**src/pkg/drrcl_pkg.sv**
```systemverilog
// Constants shared by the range and gain configuration host controller.
// Assumes a 40 MHz pclk and an APB master with 32-bit data.
package drrcl_pkg;

	// ==========================================================
	// Register map
	localparam logic [7:0] DRRCL_OFF_CTRL = 8'h00;
	localparam logic [7:0] DRRCL_OFF_STATUS = 8'h04;
	localparam logic [7:0] DRRCL_OFF_CONFIG = 8'h08;
	localparam logic [7:0] DRRCL_OFF_FIRST = 8'h0c;
	localparam logic [7:0] DRRCL_OFF_APPLIED = 8'h10;
	localparam int DRRCL_CMD_LSB = 0;
	localparam int DRRCL_ST_BUSY = 0;
	localparam int DRRCL_ST_REFUSED = 1;
	localparam int DRRCL_ST_DONE = 2;
	localparam logic [7:0] DRRCL_CONFIG_RST = 8'h00;

	// ==========================================================
	// Commands written to the control register
	typedef enum logic [1:0]
	{
		DRRCL_CMD_NONE,
		DRRCL_CMD_LOAD_UPDATE,
		DRRCL_CMD_PRELOAD,
		DRRCL_CMD_UPDATE
	} drrcl_cmd_e;

	// ==========================================================
	// Pin timing, worst case over temperature
	localparam int DRRCL_CLK_NS = 25;
	localparam int DRRCL_LS_LOW_NS = 70;
	localparam int DRRCL_LS_TO_CS_NS = 80;
	localparam int DRRCL_CS_LOW_NS = 100;
	localparam int DRRCL_HOLD_NS = 15;
	localparam int DRRCL_LEAD_NS = 25;
	localparam int DRRCL_LS_LOW_CYC =
		(DRRCL_LS_LOW_NS + DRRCL_CLK_NS - 1) / DRRCL_CLK_NS;
	localparam int DRRCL_LS_TO_CS_CYC =
		(DRRCL_LS_TO_CS_NS + DRRCL_CLK_NS - 1) / DRRCL_CLK_NS;
	localparam int DRRCL_CS_LOW_CYC =
		(DRRCL_CS_LOW_NS + DRRCL_CLK_NS - 1) / DRRCL_CLK_NS;
	localparam int DRRCL_HOLD_CYC =
		(DRRCL_HOLD_NS + DRRCL_CLK_NS - 1) / DRRCL_CLK_NS;
	localparam int DRRCL_LEAD_CYC =
		(DRRCL_LEAD_NS + DRRCL_CLK_NS - 1) / DRRCL_CLK_NS;
	localparam logic [3:0] DRRCL_CNT_RST = 4'h0;

endpackage

```
**src/design/drrcl_host.sv**
```systemverilog
// Host controller that loads the range and gain configuration word into
// a dual-rank configuration latch through its strobe pins.
// Assumes software on APB, and that the latch sees the pins unregistered.
`timescale 1ns/1ps
`default_nettype none

// Functional notes
// - Config word rides top eight data lines.
// - Word, word select low (rank select too, except on update), then device select.
// - Device select rises after rank select on load-update.
// - Later update strobe moves preloaded word.
// - Rank select lead lengthens its pulse.
module drrcl_host
	import drrcl_pkg::*;
#(
	parameter int DATA_W = 12,
	parameter int CFG_W = 8
)
(
	// Clock and reset
	input wire logic pclk,
	input wire logic presetn,
	// APB slave
	input wire logic psel,
	input wire logic penable,
	input wire logic pwrite,
	input wire logic [7:0] paddr,
	input wire logic [31:0] pwdata,
	output logic [31:0] prdata,
	output logic pready,
	output logic pslverr,
	// Latch pins
	output logic [DATA_W-1:0] data_out,
	output logic data_oe,
	output logic config_word_sel_n,
	output logic latch_rank_sel_n,
	output logic device_sel_n
);
	import drrcl_pkg::*;

	// ==========================================================
	// Sequencer states
	typedef enum logic [2:0]
	{
		ST_IDLE,
		ST_SETUP,
		ST_CS_LOW,
		ST_LS_HIGH,
		ST_HOLD
	} drrcl_state_e;

	drrcl_state_e state_q;
	drrcl_cmd_e cmd_q;
	logic [3:0] cnt_q;
	logic [CFG_W-1:0] config_q;
	logic [CFG_W-1:0] first_q;
	logic [CFG_W-1:0] applied_q;
	logic refused_q;
	logic done_q;
	logic busy;
	logic wr_en;
	logic rd_en;
	logic start;
	logic st_clear;
	logic mapped;
	drrcl_cmd_e wr_cmd;

	// ==========================================================
	// APB slave: zero wait states, error on unmapped offsets
	assign busy = (state_q != ST_IDLE);
	assign wr_en = psel && penable && pwrite;
	assign rd_en = psel && penable && !pwrite;
	assign pready = 1'b1;
	assign mapped = (paddr == DRRCL_OFF_CTRL) ||
		(paddr == DRRCL_OFF_STATUS) || (paddr == DRRCL_OFF_CONFIG) ||
		(paddr == DRRCL_OFF_FIRST) || (paddr == DRRCL_OFF_APPLIED);
	assign pslverr = psel && penable && !mapped;
	assign wr_cmd = drrcl_cmd_e'(pwdata[DRRCL_CMD_LSB +: 2]);
	assign start = wr_en && (paddr == DRRCL_OFF_CTRL) && !busy &&
		(wr_cmd != DRRCL_CMD_NONE);
	assign st_clear = wr_en && (paddr == DRRCL_OFF_STATUS);

	always_comb
	begin
		prdata = 32'h0000_0000;
		if (rd_en)
		begin
			case (paddr)
				DRRCL_OFF_CTRL: prdata[1:0] = cmd_q;
				DRRCL_OFF_STATUS:
				begin
					prdata[DRRCL_ST_BUSY] = busy;
					prdata[DRRCL_ST_REFUSED] = refused_q;
					prdata[DRRCL_ST_DONE] = done_q;
				end
				DRRCL_OFF_CONFIG: prdata[CFG_W-1:0] = config_q;
				DRRCL_OFF_FIRST: prdata[CFG_W-1:0] = first_q;
				DRRCL_OFF_APPLIED: prdata[CFG_W-1:0] = applied_q;
				default: prdata = 32'h0000_0000;
			endcase
		end
	end

	// Bits 3:0 are per-channel gain, bits 7:4 per-channel span. The word
	// is frozen while a sequence runs so the pins never glitch mid-strobe.
	always_ff @(posedge pclk or negedge presetn)
	begin
		if (!presetn)
			config_q <= DRRCL_CONFIG_RST;
		else if (wr_en && (paddr == DRRCL_OFF_CONFIG) && !busy)
			config_q <= pwdata[CFG_W-1:0];
	end

	// A command that arrives while busy is dropped and flagged. Writing
	// a one clears a flag, but a new event in that cycle wins.
	always_ff @(posedge pclk or negedge presetn)
	begin
		if (!presetn)
			refused_q <= 1'b0;
		else if (wr_en && (paddr == DRRCL_OFF_CTRL) && busy)
			refused_q <= 1'b1;
		else if (st_clear && pwdata[DRRCL_ST_REFUSED])
			refused_q <= 1'b0;
	end

	always_ff @(posedge pclk or negedge presetn)
	begin
		if (!presetn)
			done_q <= 1'b0;
		else if (state_q == ST_HOLD && cnt_q == 4'h0)
			done_q <= 1'b1;
		else if (start || (st_clear && pwdata[DRRCL_ST_DONE]))
			done_q <= 1'b0;
	end

	// ==========================================================
	// Strobe sequencer
	always_ff @(posedge pclk or negedge presetn)
	begin
		if (!presetn)
		begin
			state_q <= ST_IDLE;
			cmd_q <= DRRCL_CMD_NONE;
			cnt_q <= DRRCL_CNT_RST;
		end
		else
		begin
			case (state_q)
				ST_IDLE:
					if (start)
					begin
						cmd_q <= wr_cmd;
						state_q <= ST_SETUP;
						cnt_q <= 4'(DRRCL_LEAD_CYC - 1);
					end
				ST_SETUP:
					if (cnt_q != 4'h0)
						cnt_q <= cnt_q - 4'h1;
					else
					begin
						state_q <= ST_CS_LOW;
						// Rank select already leads by the setup time,
						// so its low pulse is stretched by that much.
						if (cmd_q == DRRCL_CMD_LOAD_UPDATE)
							cnt_q <= 4'(DRRCL_LS_LOW_CYC);
						else
							cnt_q <= 4'(DRRCL_CS_LOW_CYC - 1);
					end
				ST_CS_LOW:
					if (cnt_q != 4'h0)
						cnt_q <= cnt_q - 4'h1;
					else if (cmd_q == DRRCL_CMD_LOAD_UPDATE)
					begin
						state_q <= ST_LS_HIGH;
						cnt_q <= 4'(DRRCL_LS_TO_CS_CYC - 1);
					end
					else
					begin
						state_q <= ST_HOLD;
						cnt_q <= 4'(DRRCL_HOLD_CYC - 1);
					end
				ST_LS_HIGH:
					if (cnt_q != 4'h0)
						cnt_q <= cnt_q - 4'h1;
					else
					begin
						state_q <= ST_HOLD;
						cnt_q <= 4'(DRRCL_HOLD_CYC - 1);
					end
				ST_HOLD:
					if (cnt_q != 4'h0)
						cnt_q <= cnt_q - 4'h1;
					else
						state_q <= ST_IDLE;
				default:
					state_q <= ST_IDLE;
			endcase
		end
	end

	// ==========================================================
	// Pin drivers, all from flip-flops
	always_ff @(posedge pclk or negedge presetn)
	begin
		if (!presetn)
		begin
			config_word_sel_n <= 1'b1;
			latch_rank_sel_n <= 1'b1;
			device_sel_n <= 1'b1;
			data_out <= '0;
			data_oe <= 1'b0;
		end
		else
		begin
			case (state_q)
				ST_IDLE:
					if (start)
					begin
						// Word and selects settle before device select.
						config_word_sel_n <= 1'b0;
						latch_rank_sel_n <=
							(wr_cmd == DRRCL_CMD_UPDATE);
						data_out <= {config_q,
							{(DATA_W-CFG_W){1'b0}}};
						data_oe <= 1'b1;
					end
				ST_SETUP:
					if (cnt_q == 4'h0)
						device_sel_n <= 1'b0;
				ST_CS_LOW:
					if (cnt_q == 4'h0)
					begin
						if (cmd_q == DRRCL_CMD_LOAD_UPDATE)
							latch_rank_sel_n <= 1'b1;
						else
							device_sel_n <= 1'b1;
					end
				ST_LS_HIGH:
					if (cnt_q == 4'h0)
						device_sel_n <= 1'b1;
				ST_HOLD:
					if (cnt_q == 4'h0)
					begin
						// Rank select rises here on preload, device select already high.
						latch_rank_sel_n <= 1'b1;
						config_word_sel_n <= 1'b1;
						data_oe <= 1'b0;
					end
				default:
					device_sel_n <= 1'b1;
			endcase
		end
	end

	// ==========================================================
	// Shadow copies of what each latch rank should now hold
	always_ff @(posedge pclk or negedge presetn)
	begin
		if (!presetn)
			first_q <= DRRCL_CONFIG_RST;
		else if (state_q == ST_SETUP && cnt_q == 4'h0 &&
			cmd_q != DRRCL_CMD_UPDATE)
			first_q <= config_q;
	end

	always_ff @(posedge pclk or negedge presetn)
	begin
		if (!presetn)
			applied_q <= DRRCL_CONFIG_RST;
		else if (state_q == ST_HOLD && cnt_q == 4'h0 &&
			cmd_q != DRRCL_CMD_PRELOAD)
			applied_q <= first_q;
	end

	// ==========================================================
	// Checks
	logic [3:0] ls_low_q;

	always_ff @(posedge pclk or negedge presetn)
	begin
		if (!presetn)
			ls_low_q <= 4'h0;
		else if (latch_rank_sel_n)
			ls_low_q <= 4'h0;
		else if (ls_low_q != 4'hf)
			ls_low_q <= ls_low_q + 4'h1;
	end

	AST_DATA_TOP: assert property (@(posedge pclk) disable iff (!presetn)
		!device_sel_n |-> data_out == {first_q, {(DATA_W-CFG_W){1'b0}}}
			|| cmd_q == DRRCL_CMD_UPDATE)
		else $error("config word not on upper data lines");

	AST_SEL_BEFORE_CS: assert property (@(posedge pclk) disable iff (!presetn)
		$fell(device_sel_n) |-> !$past(config_word_sel_n) && data_oe)
		else $error("word select not low before device select");

	AST_LS_BEFORE_CS: assert property (@(posedge pclk) disable iff (!presetn)
		$fell(device_sel_n) && !latch_rank_sel_n |-> !$past(latch_rank_sel_n))
		else $error("rank select not low before device select");

	AST_CS_AFTER_LS: assert property (@(posedge pclk) disable iff (!presetn)
		$rose(device_sel_n) && cmd_q == DRRCL_CMD_LOAD_UPDATE
			|-> latch_rank_sel_n && $past(latch_rank_sel_n, 4))
		else $error("device select rose too soon after rank select");

	AST_LS_WIDTH: assert property (@(posedge pclk) disable iff (!presetn)
		$rose(latch_rank_sel_n) && cmd_q == DRRCL_CMD_LOAD_UPDATE
			|-> $past(ls_low_q) >= 4'(DRRCL_LS_LOW_CYC + DRRCL_LEAD_CYC))
		else $error("rank select pulse not stretched by its lead");

	AST_PRELOAD_ORDER: assert property (@(posedge pclk) disable iff (!presetn)
		$rose(latch_rank_sel_n) && cmd_q == DRRCL_CMD_PRELOAD
			|-> device_sel_n && $past(device_sel_n))
		else $error("preload let rank select rise with device select low");

	AST_UPDATE_LS_HIGH: assert property (@(posedge pclk) disable iff (!presetn)
		!device_sel_n && cmd_q == DRRCL_CMD_UPDATE |-> latch_rank_sel_n
			&& !config_word_sel_n)
		else $error("update only cycle dropped rank select");

	AST_UPDATE_MOVES: assert property (@(posedge pclk) disable iff (!presetn)
		$fell(busy) && cmd_q != DRRCL_CMD_PRELOAD |-> applied_q == first_q)
		else $error("update did not move first rank into applied");

	AST_BUSY_BOUND: assert property (@(posedge pclk) disable iff (!presetn)
		start |-> ##[8:12] !busy)
		else $error("sequence length out of bounds");

	COV_LOAD_UPDATE: cover property (@(posedge pclk) disable iff (!presetn)
		start && wr_cmd == DRRCL_CMD_LOAD_UPDATE);
	COV_PRELOAD_THEN_UPDATE: cover property (@(posedge pclk)
		disable iff (!presetn)
		$fell(busy) && cmd_q == DRRCL_CMD_PRELOAD ##[1:50]
			start && wr_cmd == DRRCL_CMD_UPDATE);
	COV_REFUSED: cover property (@(posedge pclk) disable iff (!presetn)
		$rose(refused_q));

endmodule

`default_nettype wire

```
**config.mk**
```make
export PLATFORM = sky130hd
export DESIGN_NAME = drrcl_host
export DESIGN_NICKNAME = d
export VERILOG_FILES = /design/src/pkg/drrcl_pkg.sv /design/src/design/drrcl_host.sv
export SDC_FILE = /design/constraint.sdc
export NUM_CORES = 1
export LEC_CHECK = 0
export ABC_AREA = 1
export BUFFER_PORTS_ARGS = -buffer_cell sky130_fd_sc_hd__buf_2
export CORE_MARGIN = 2
export CORE_UTILIZATION = 39
export DETAILED_ROUTE_END_ITERATION = 7
export GPL_TIMING_DRIVEN = 0
export HOLD_SLACK_MARGIN = 0.05
export PLACE_DENSITY = 0.77
export SLEW_MARGIN = 20
export SYNTH_ARGS = -nofsm -noshare
export SYNTH_HDL_FRONTEND = slang
export SYNTH_SLANG_ARGS = --single-unit
```
**constraint.sdc**
```tcl
create_clock -name pclk -period 1.4 [get_ports pclk]
set_input_delay 0.28 -clock pclk [delete_from_list [all_inputs] [get_ports pclk]]
set_output_delay 0.28 -clock pclk [all_outputs]
set_load 0.005 [all_outputs]
```
---- Word-level counts from Yosys, hierarchy flattened ----
Cells that the tools add are included.
word-level totals
  register bits ........................... 47
  logic and storage cells ................. 117
  output and inout bits ................... 50
  bits of input ports ..................... 45
operators by class
  bitwise gates (word level) .............. 1
  equal/unequal tests ..................... 24
  mux-type cells .......................... 35
  reductions and logical operators ........ 43
  add/sub/neg operators ................... 1
operator list
  operator              number
  $ne A2 B2 Y1 const B  14
  $mux W4               5
  $pmux W4 S5           1
  $mux W3               6
  $logic_and A1 B1 Y1   17
  $eq A8 B4 Y1 const B  2
  $pmux W3 S5           1
  $pmux W5 S3           1
  $reduce_and A5 Y1     3
  $mux W1               13
  $pmux W2 S5           1
  $eq A8 B3 Y1 const B  1
  $eq A8 B5 Y1 const B  1
  $logic_not A8 Y1      1
  $mux W8               1
  $pmux W1 S4           2
  $reduce_bool A2 Y1    4
  $eq A3 B2 Y1 const B  2
  $reduce_and A3 Y1     2
  $reduce_bool A3 Y1    2
  $logic_or A1 B1 Y1    5
  $reduce_bool A5 Y1    1
  $logic_not A4 Y1      1
  $pmux W1 S2           2
  other kinds (13)      15

---- Depth between registers and ports, before layout ----
  word-level depth ........................ 8
  gate-level depth with buffers ........... 10
  gate-level depth less buffers ........... 9

---- Worst setup path before layout ----
OpenSTA, ideal clock, no wires.
  kind .................................... register to register
  start ................................... reg cnt_q[0]
  end ..................................... reg first_q[6]
  stages on the path, launching flop included .. 8
  arrival ................................. 1.316 ns
  slack ................................... -0.043 ns
  library setup time ...................... 0.126 ns
  required time ........................... 1.274 ns
  period minus slack after synthesis ...... 1.443 ns
  buffers on the path ..................... 1
  cells stage by stage .................... dfrtp_1 -> inv_1 -> ha_1 -> nand2_2 -> nor2_2 -> a21boi_4 -> buf_6 -> o21ai_0
on the way
  longest elaborated chain between the ends .. 3
RTL lines
  item                               RTL line           RTL
  start: declaration                 drrcl_host.sv:54   logic [3:0] cnt_q;
  start signal: assignment           drrcl_host.sv:154  cnt_q <= 4'(DRRCL_LEAD_CYC - 1);
  start signal: assignment           drrcl_host.sv:158  cnt_q <= cnt_q - 4'h1;
  start signal: assignment           drrcl_host.sv:165  cnt_q <= 4'(DRRCL_LS_LOW_CYC);
  $logic_not A4 Y1                   drrcl_host.sv:261  else if (state_q == ST_SETUP && cnt_q == 4'h0 &&
  $logic_and A1 B1 Y1 (2 in series)  drrcl_host.sv:261
  end signal: assignment             drrcl_host.sv:263  first_q <= config_q;
  end: declaration                   drrcl_host.sv:56   logic [CFG_W-1:0] first_q;
No other way between the ends.
A chain may end at the register's enable or synchronous reset.

---- Worst setup path in the final report ----
  start ................................... reg state_q[1]
  end ..................................... out prdata[0]
on the way
  longest elaborated chain between the ends .. 3
RTL lines
  item                      RTL line           RTL
  start: declaration        drrcl_host.sv:52   drrcl_state_e state_q;
  start signal: assignment  drrcl_host.sv:142  state_q <= ST_IDLE;
  start signal: assignment  drrcl_host.sv:153  state_q <= ST_SETUP;
  start signal: assignment  drrcl_host.sv:161  state_q <= ST_CS_LOW;
  $reduce_bool A3 Y1        drrcl_host.sv:70   assign busy = (state_q != ST_IDLE);
  $pmux W2 S5               drrcl_host.sv:88   case (paddr)
  $mux W8                   drrcl_host.sv:86   if (rd_en)
  end: declaration          drrcl_host.sv:29   output logic [31:0] prdata,
No other way between the ends.

==> metrics.txt <==
Buf/Inv on CP 1; worst reg2reg startpoint state_q[1]; Net Sw Frac roughly two fifths; Max FO, Critical Path 4; endpoint class of the critical path output port; cell-internal power approximately 3500 uW; min Tclk post-route ~1.7 ns; average routed wire per standard cell 14.0 um; first-pass GRT wire length between 10,000 and 15,000 um; Setup CP Type flop to output port; top-count cell post-synth nand2_1; CP Cell Sequence nor2_4 -> nand2_4 -> nand2_2 -> o21ai_1 -> nor2_1 -> nor2_1 -> buf_2; Synth area leaders dfrtp_1, nand2_1, buf_4, nand3_1, inv_1; fin worst setup slack -0.320 ns; Routed WL 8350 um; vias after detailed routing roughly 2.8k; Seq pwr share between 30% and 40%; Leak approximately 0.0023 uW; gr ovfl total 0; area of the core approximately 7200 um^2; area added between synthesis and finish 54.6%; antenna violations before repair 0; Worst path slowest cell dfrtp_2; final setup violating endpoints 53; clk root buf clkbuf_8; Non-Filler Instances about 600; Worst Reg-to-Reg Cells 10; Worst-Skew Late Latency 0.31 ns; CTS clk-pin slew, worst paths 0.10 ns; violated checks setup timing; CP arrival 1.44 ns; vias in the first global route 2,721; placed insts around 550; Synth top cells by count nand2_1, dfrtp_1, inv_1; max-cap viol count 0; Die Wd roughly 90 um; Startpoint Class flop; synthesized instance count ~380; Cell Area, Synth 2880 um^2; status complete, but fails checks; fin crit share 123%; EDFF count, synth 0; TritonCTS Buffers 5; # DRC 0; Slew @ Worst Pin between 0.6 and 0.7 ns; syn_area_per_cell about 7.6 um^2; placer's final routability congestion estimate 0.939; layout cells sized above 1 ~53%; number of port buffers 41; Cell Pwr Density ~1300 nW/um^2; post-synthesis async set-or-reset flop share between 90% and 100%; Logic pwr share 51.8%; HP Start pwdata[6]; RR Endpoint config_q[0]; clock tree buffer depth 2; dpl hpwl between 4000 and 5000 um; Max-slew headroom around three fifths; Final nets around 540; Cell variety after synth 28; R2R setup slack -0.26 ns; cell mode on critical path nor2_1; post-synthesis sequential area ratio between 40% and 50%; Synth Warn # 0; Hold Crit Class input pin to flop; Clock Skews 0.0116 ns; net switching power ~2400 uW; Die ar. about 8000 um^2; unrepaired setup endpoints after global routing true; fmax between 500 and 600 MHz; H-tree levels 2; Rows 31; drt pass-1 iters 5; Fin. Hold Viols 0; max-slew violation count 0; clock sinks 47; Die H between 80 and 90 um; Worst Hold End config_q[6]; DR iter-0 viols ~140; Antenna Nets Post-Route 0; antenna cells 0; Pwr Total 5880 uW; CTS tree done; VDD IR max roughly 0.83 mV; Crit path max-delay family simple AND/OR/NAND/NOR gates; CP peak stage delay 0.45 ns; largest net degree at the start of global routing 48; flop and latch count out of synthesis 47; worst hold stages 3; Yosys top cell area share approximately two fifths; initial core utilization between 30% and 40%; Top Ports between 90 and 100; worst endpoint required time roughly 1.1 ns; Vias per Instance between 4 and 5; final cell utilization of the core between 60 and 70%; GRT Total Usage around a fifth; Synth area leader dfrtp_1; top_reg_cell synth dfrtp_1; Clock power frac 15.4%
worst min-delay path: cells and delay by family:
| family | cells | cell delay (ns) |
|---|---|---|
| buffers and inverters | 1 | 0.10 |
| AO/OA/AOI/OAI | 1 | 0.08 |
| AND/OR/NAND/NOR | 1 | 0.04 |
metrics by stage:
stage          worst slack [ns]  setup TNS, ns  area, um^2  hold slack, ns
2_1_floorplan            0.0192              0        3000         -0.0156
3_3_place_gp             -0.399          -6.83        3330           0.449
3_5_place_dp             -0.443          -8.11        3330           0.459
4_1_cts                  -0.315          -6.25        4030           0.194
5_1_grt                  -0.345         -11.93        4460           0.219
6_report                 -0.320          -8.68        4460           0.224
registers in the layout (all words and copies together), names as in the netlist:
register,count
latch_rank_sel_n,1
state_q,3
done_q,1
applied_q,8
cnt_q,4
data_out,8
config_q,8
refused_q,1
data_oe,1
device_sel_n,1
first_q,8
config_word_sel_n,1
cmd_q,2
power by group through the flow:
stage | logic (uW) | registers (uW) | clock network (uW)
floorplan | 1610 | 1880 | 0
global placement | 1980 | 1900 | 0
detailed placement | 2050 | 1920 | 0
CTS | 2610 | 1890 | 911
global route | 3330 | 1970 | 972
finish | 3040 | 1930 | 905
worst max-delay path by stage:
stage                     from    endpoint  slack [ns]  cells past startpoint
global route        state_q[1]   prdata[0]       -0.34                      7
CTS                 state_q[0]   prdata[0]       -0.31                      8
detailed placement    paddr[7]   prdata[1]       -0.44                      9
floorplan             cnt_q[1]  first_q[6]        0.02                      7
global placement      paddr[5]   prdata[1]       -0.40                      9
finish              state_q[1]   prdata[0]       -0.32                      7
per-layer routing:
layer,GRT usage [%],vias to the layer above,wire [um]
li1,-,1369,-
met1,24.2,1335,3380
met2,33.2,90,4310
met3,3.94,17,473
met4,7.44,0,181
met5,0,-,0
logic make-up after synthesis:
logic type | after synthesis | share of synthesized area, %
AND/OR/NAND/NOR | 197 | 30.1
other | 2 | 0.261
XOR/XNOR | 1 | 0.304
AO/OA/AOI/OAI | 48 | 11.9
flip-flops | 47 | 40.9
adder cells (fa/ha/maj) | 1 | 0.434
buffers and inverters | 82 | 16.1
timing repair:
action                                  CTS  global route
endpoints found under the setup margin   53            54
gates resized for setup                  93            94
cloned                                    5             0
hold endpoints to repair                  0            44
pin swaps                                35            31
setup buffers                            25            15
hold buffers                              0             1
cells in the final DEF (no fill, tap or decap), types with 4 or more instances in the layout:
master	n
nand2_1	72
buf_4	59
dfrtp_1	41
buf_2	32
inv_1	31
conb_1	29
nand2_2	25
nand3_1	22
nor2_4	21
buf_6	20
nor2_1	18
o21ai_2	18
nand2_4	16
nand3_2	11
o21ai_1	11
inv_2	8
a21oi_2	7
clkbuf_8	6
a21oi_1	5
buf_8	5
nor2_2	4
area by class of cell:
class / count / area (um^2)
fill: 574 / 2760
buffer: 35 / 297
tap: 99 / 124
clock inverter: 2 / 16.3
clock buffer: 6 / 82.6
inverter: 46 / 210
multi-input combinational: 276 / 1810
timing repair buffer: 87 / 737
sequential: 47 / 1180
Power figures use the tool's default switching activity.
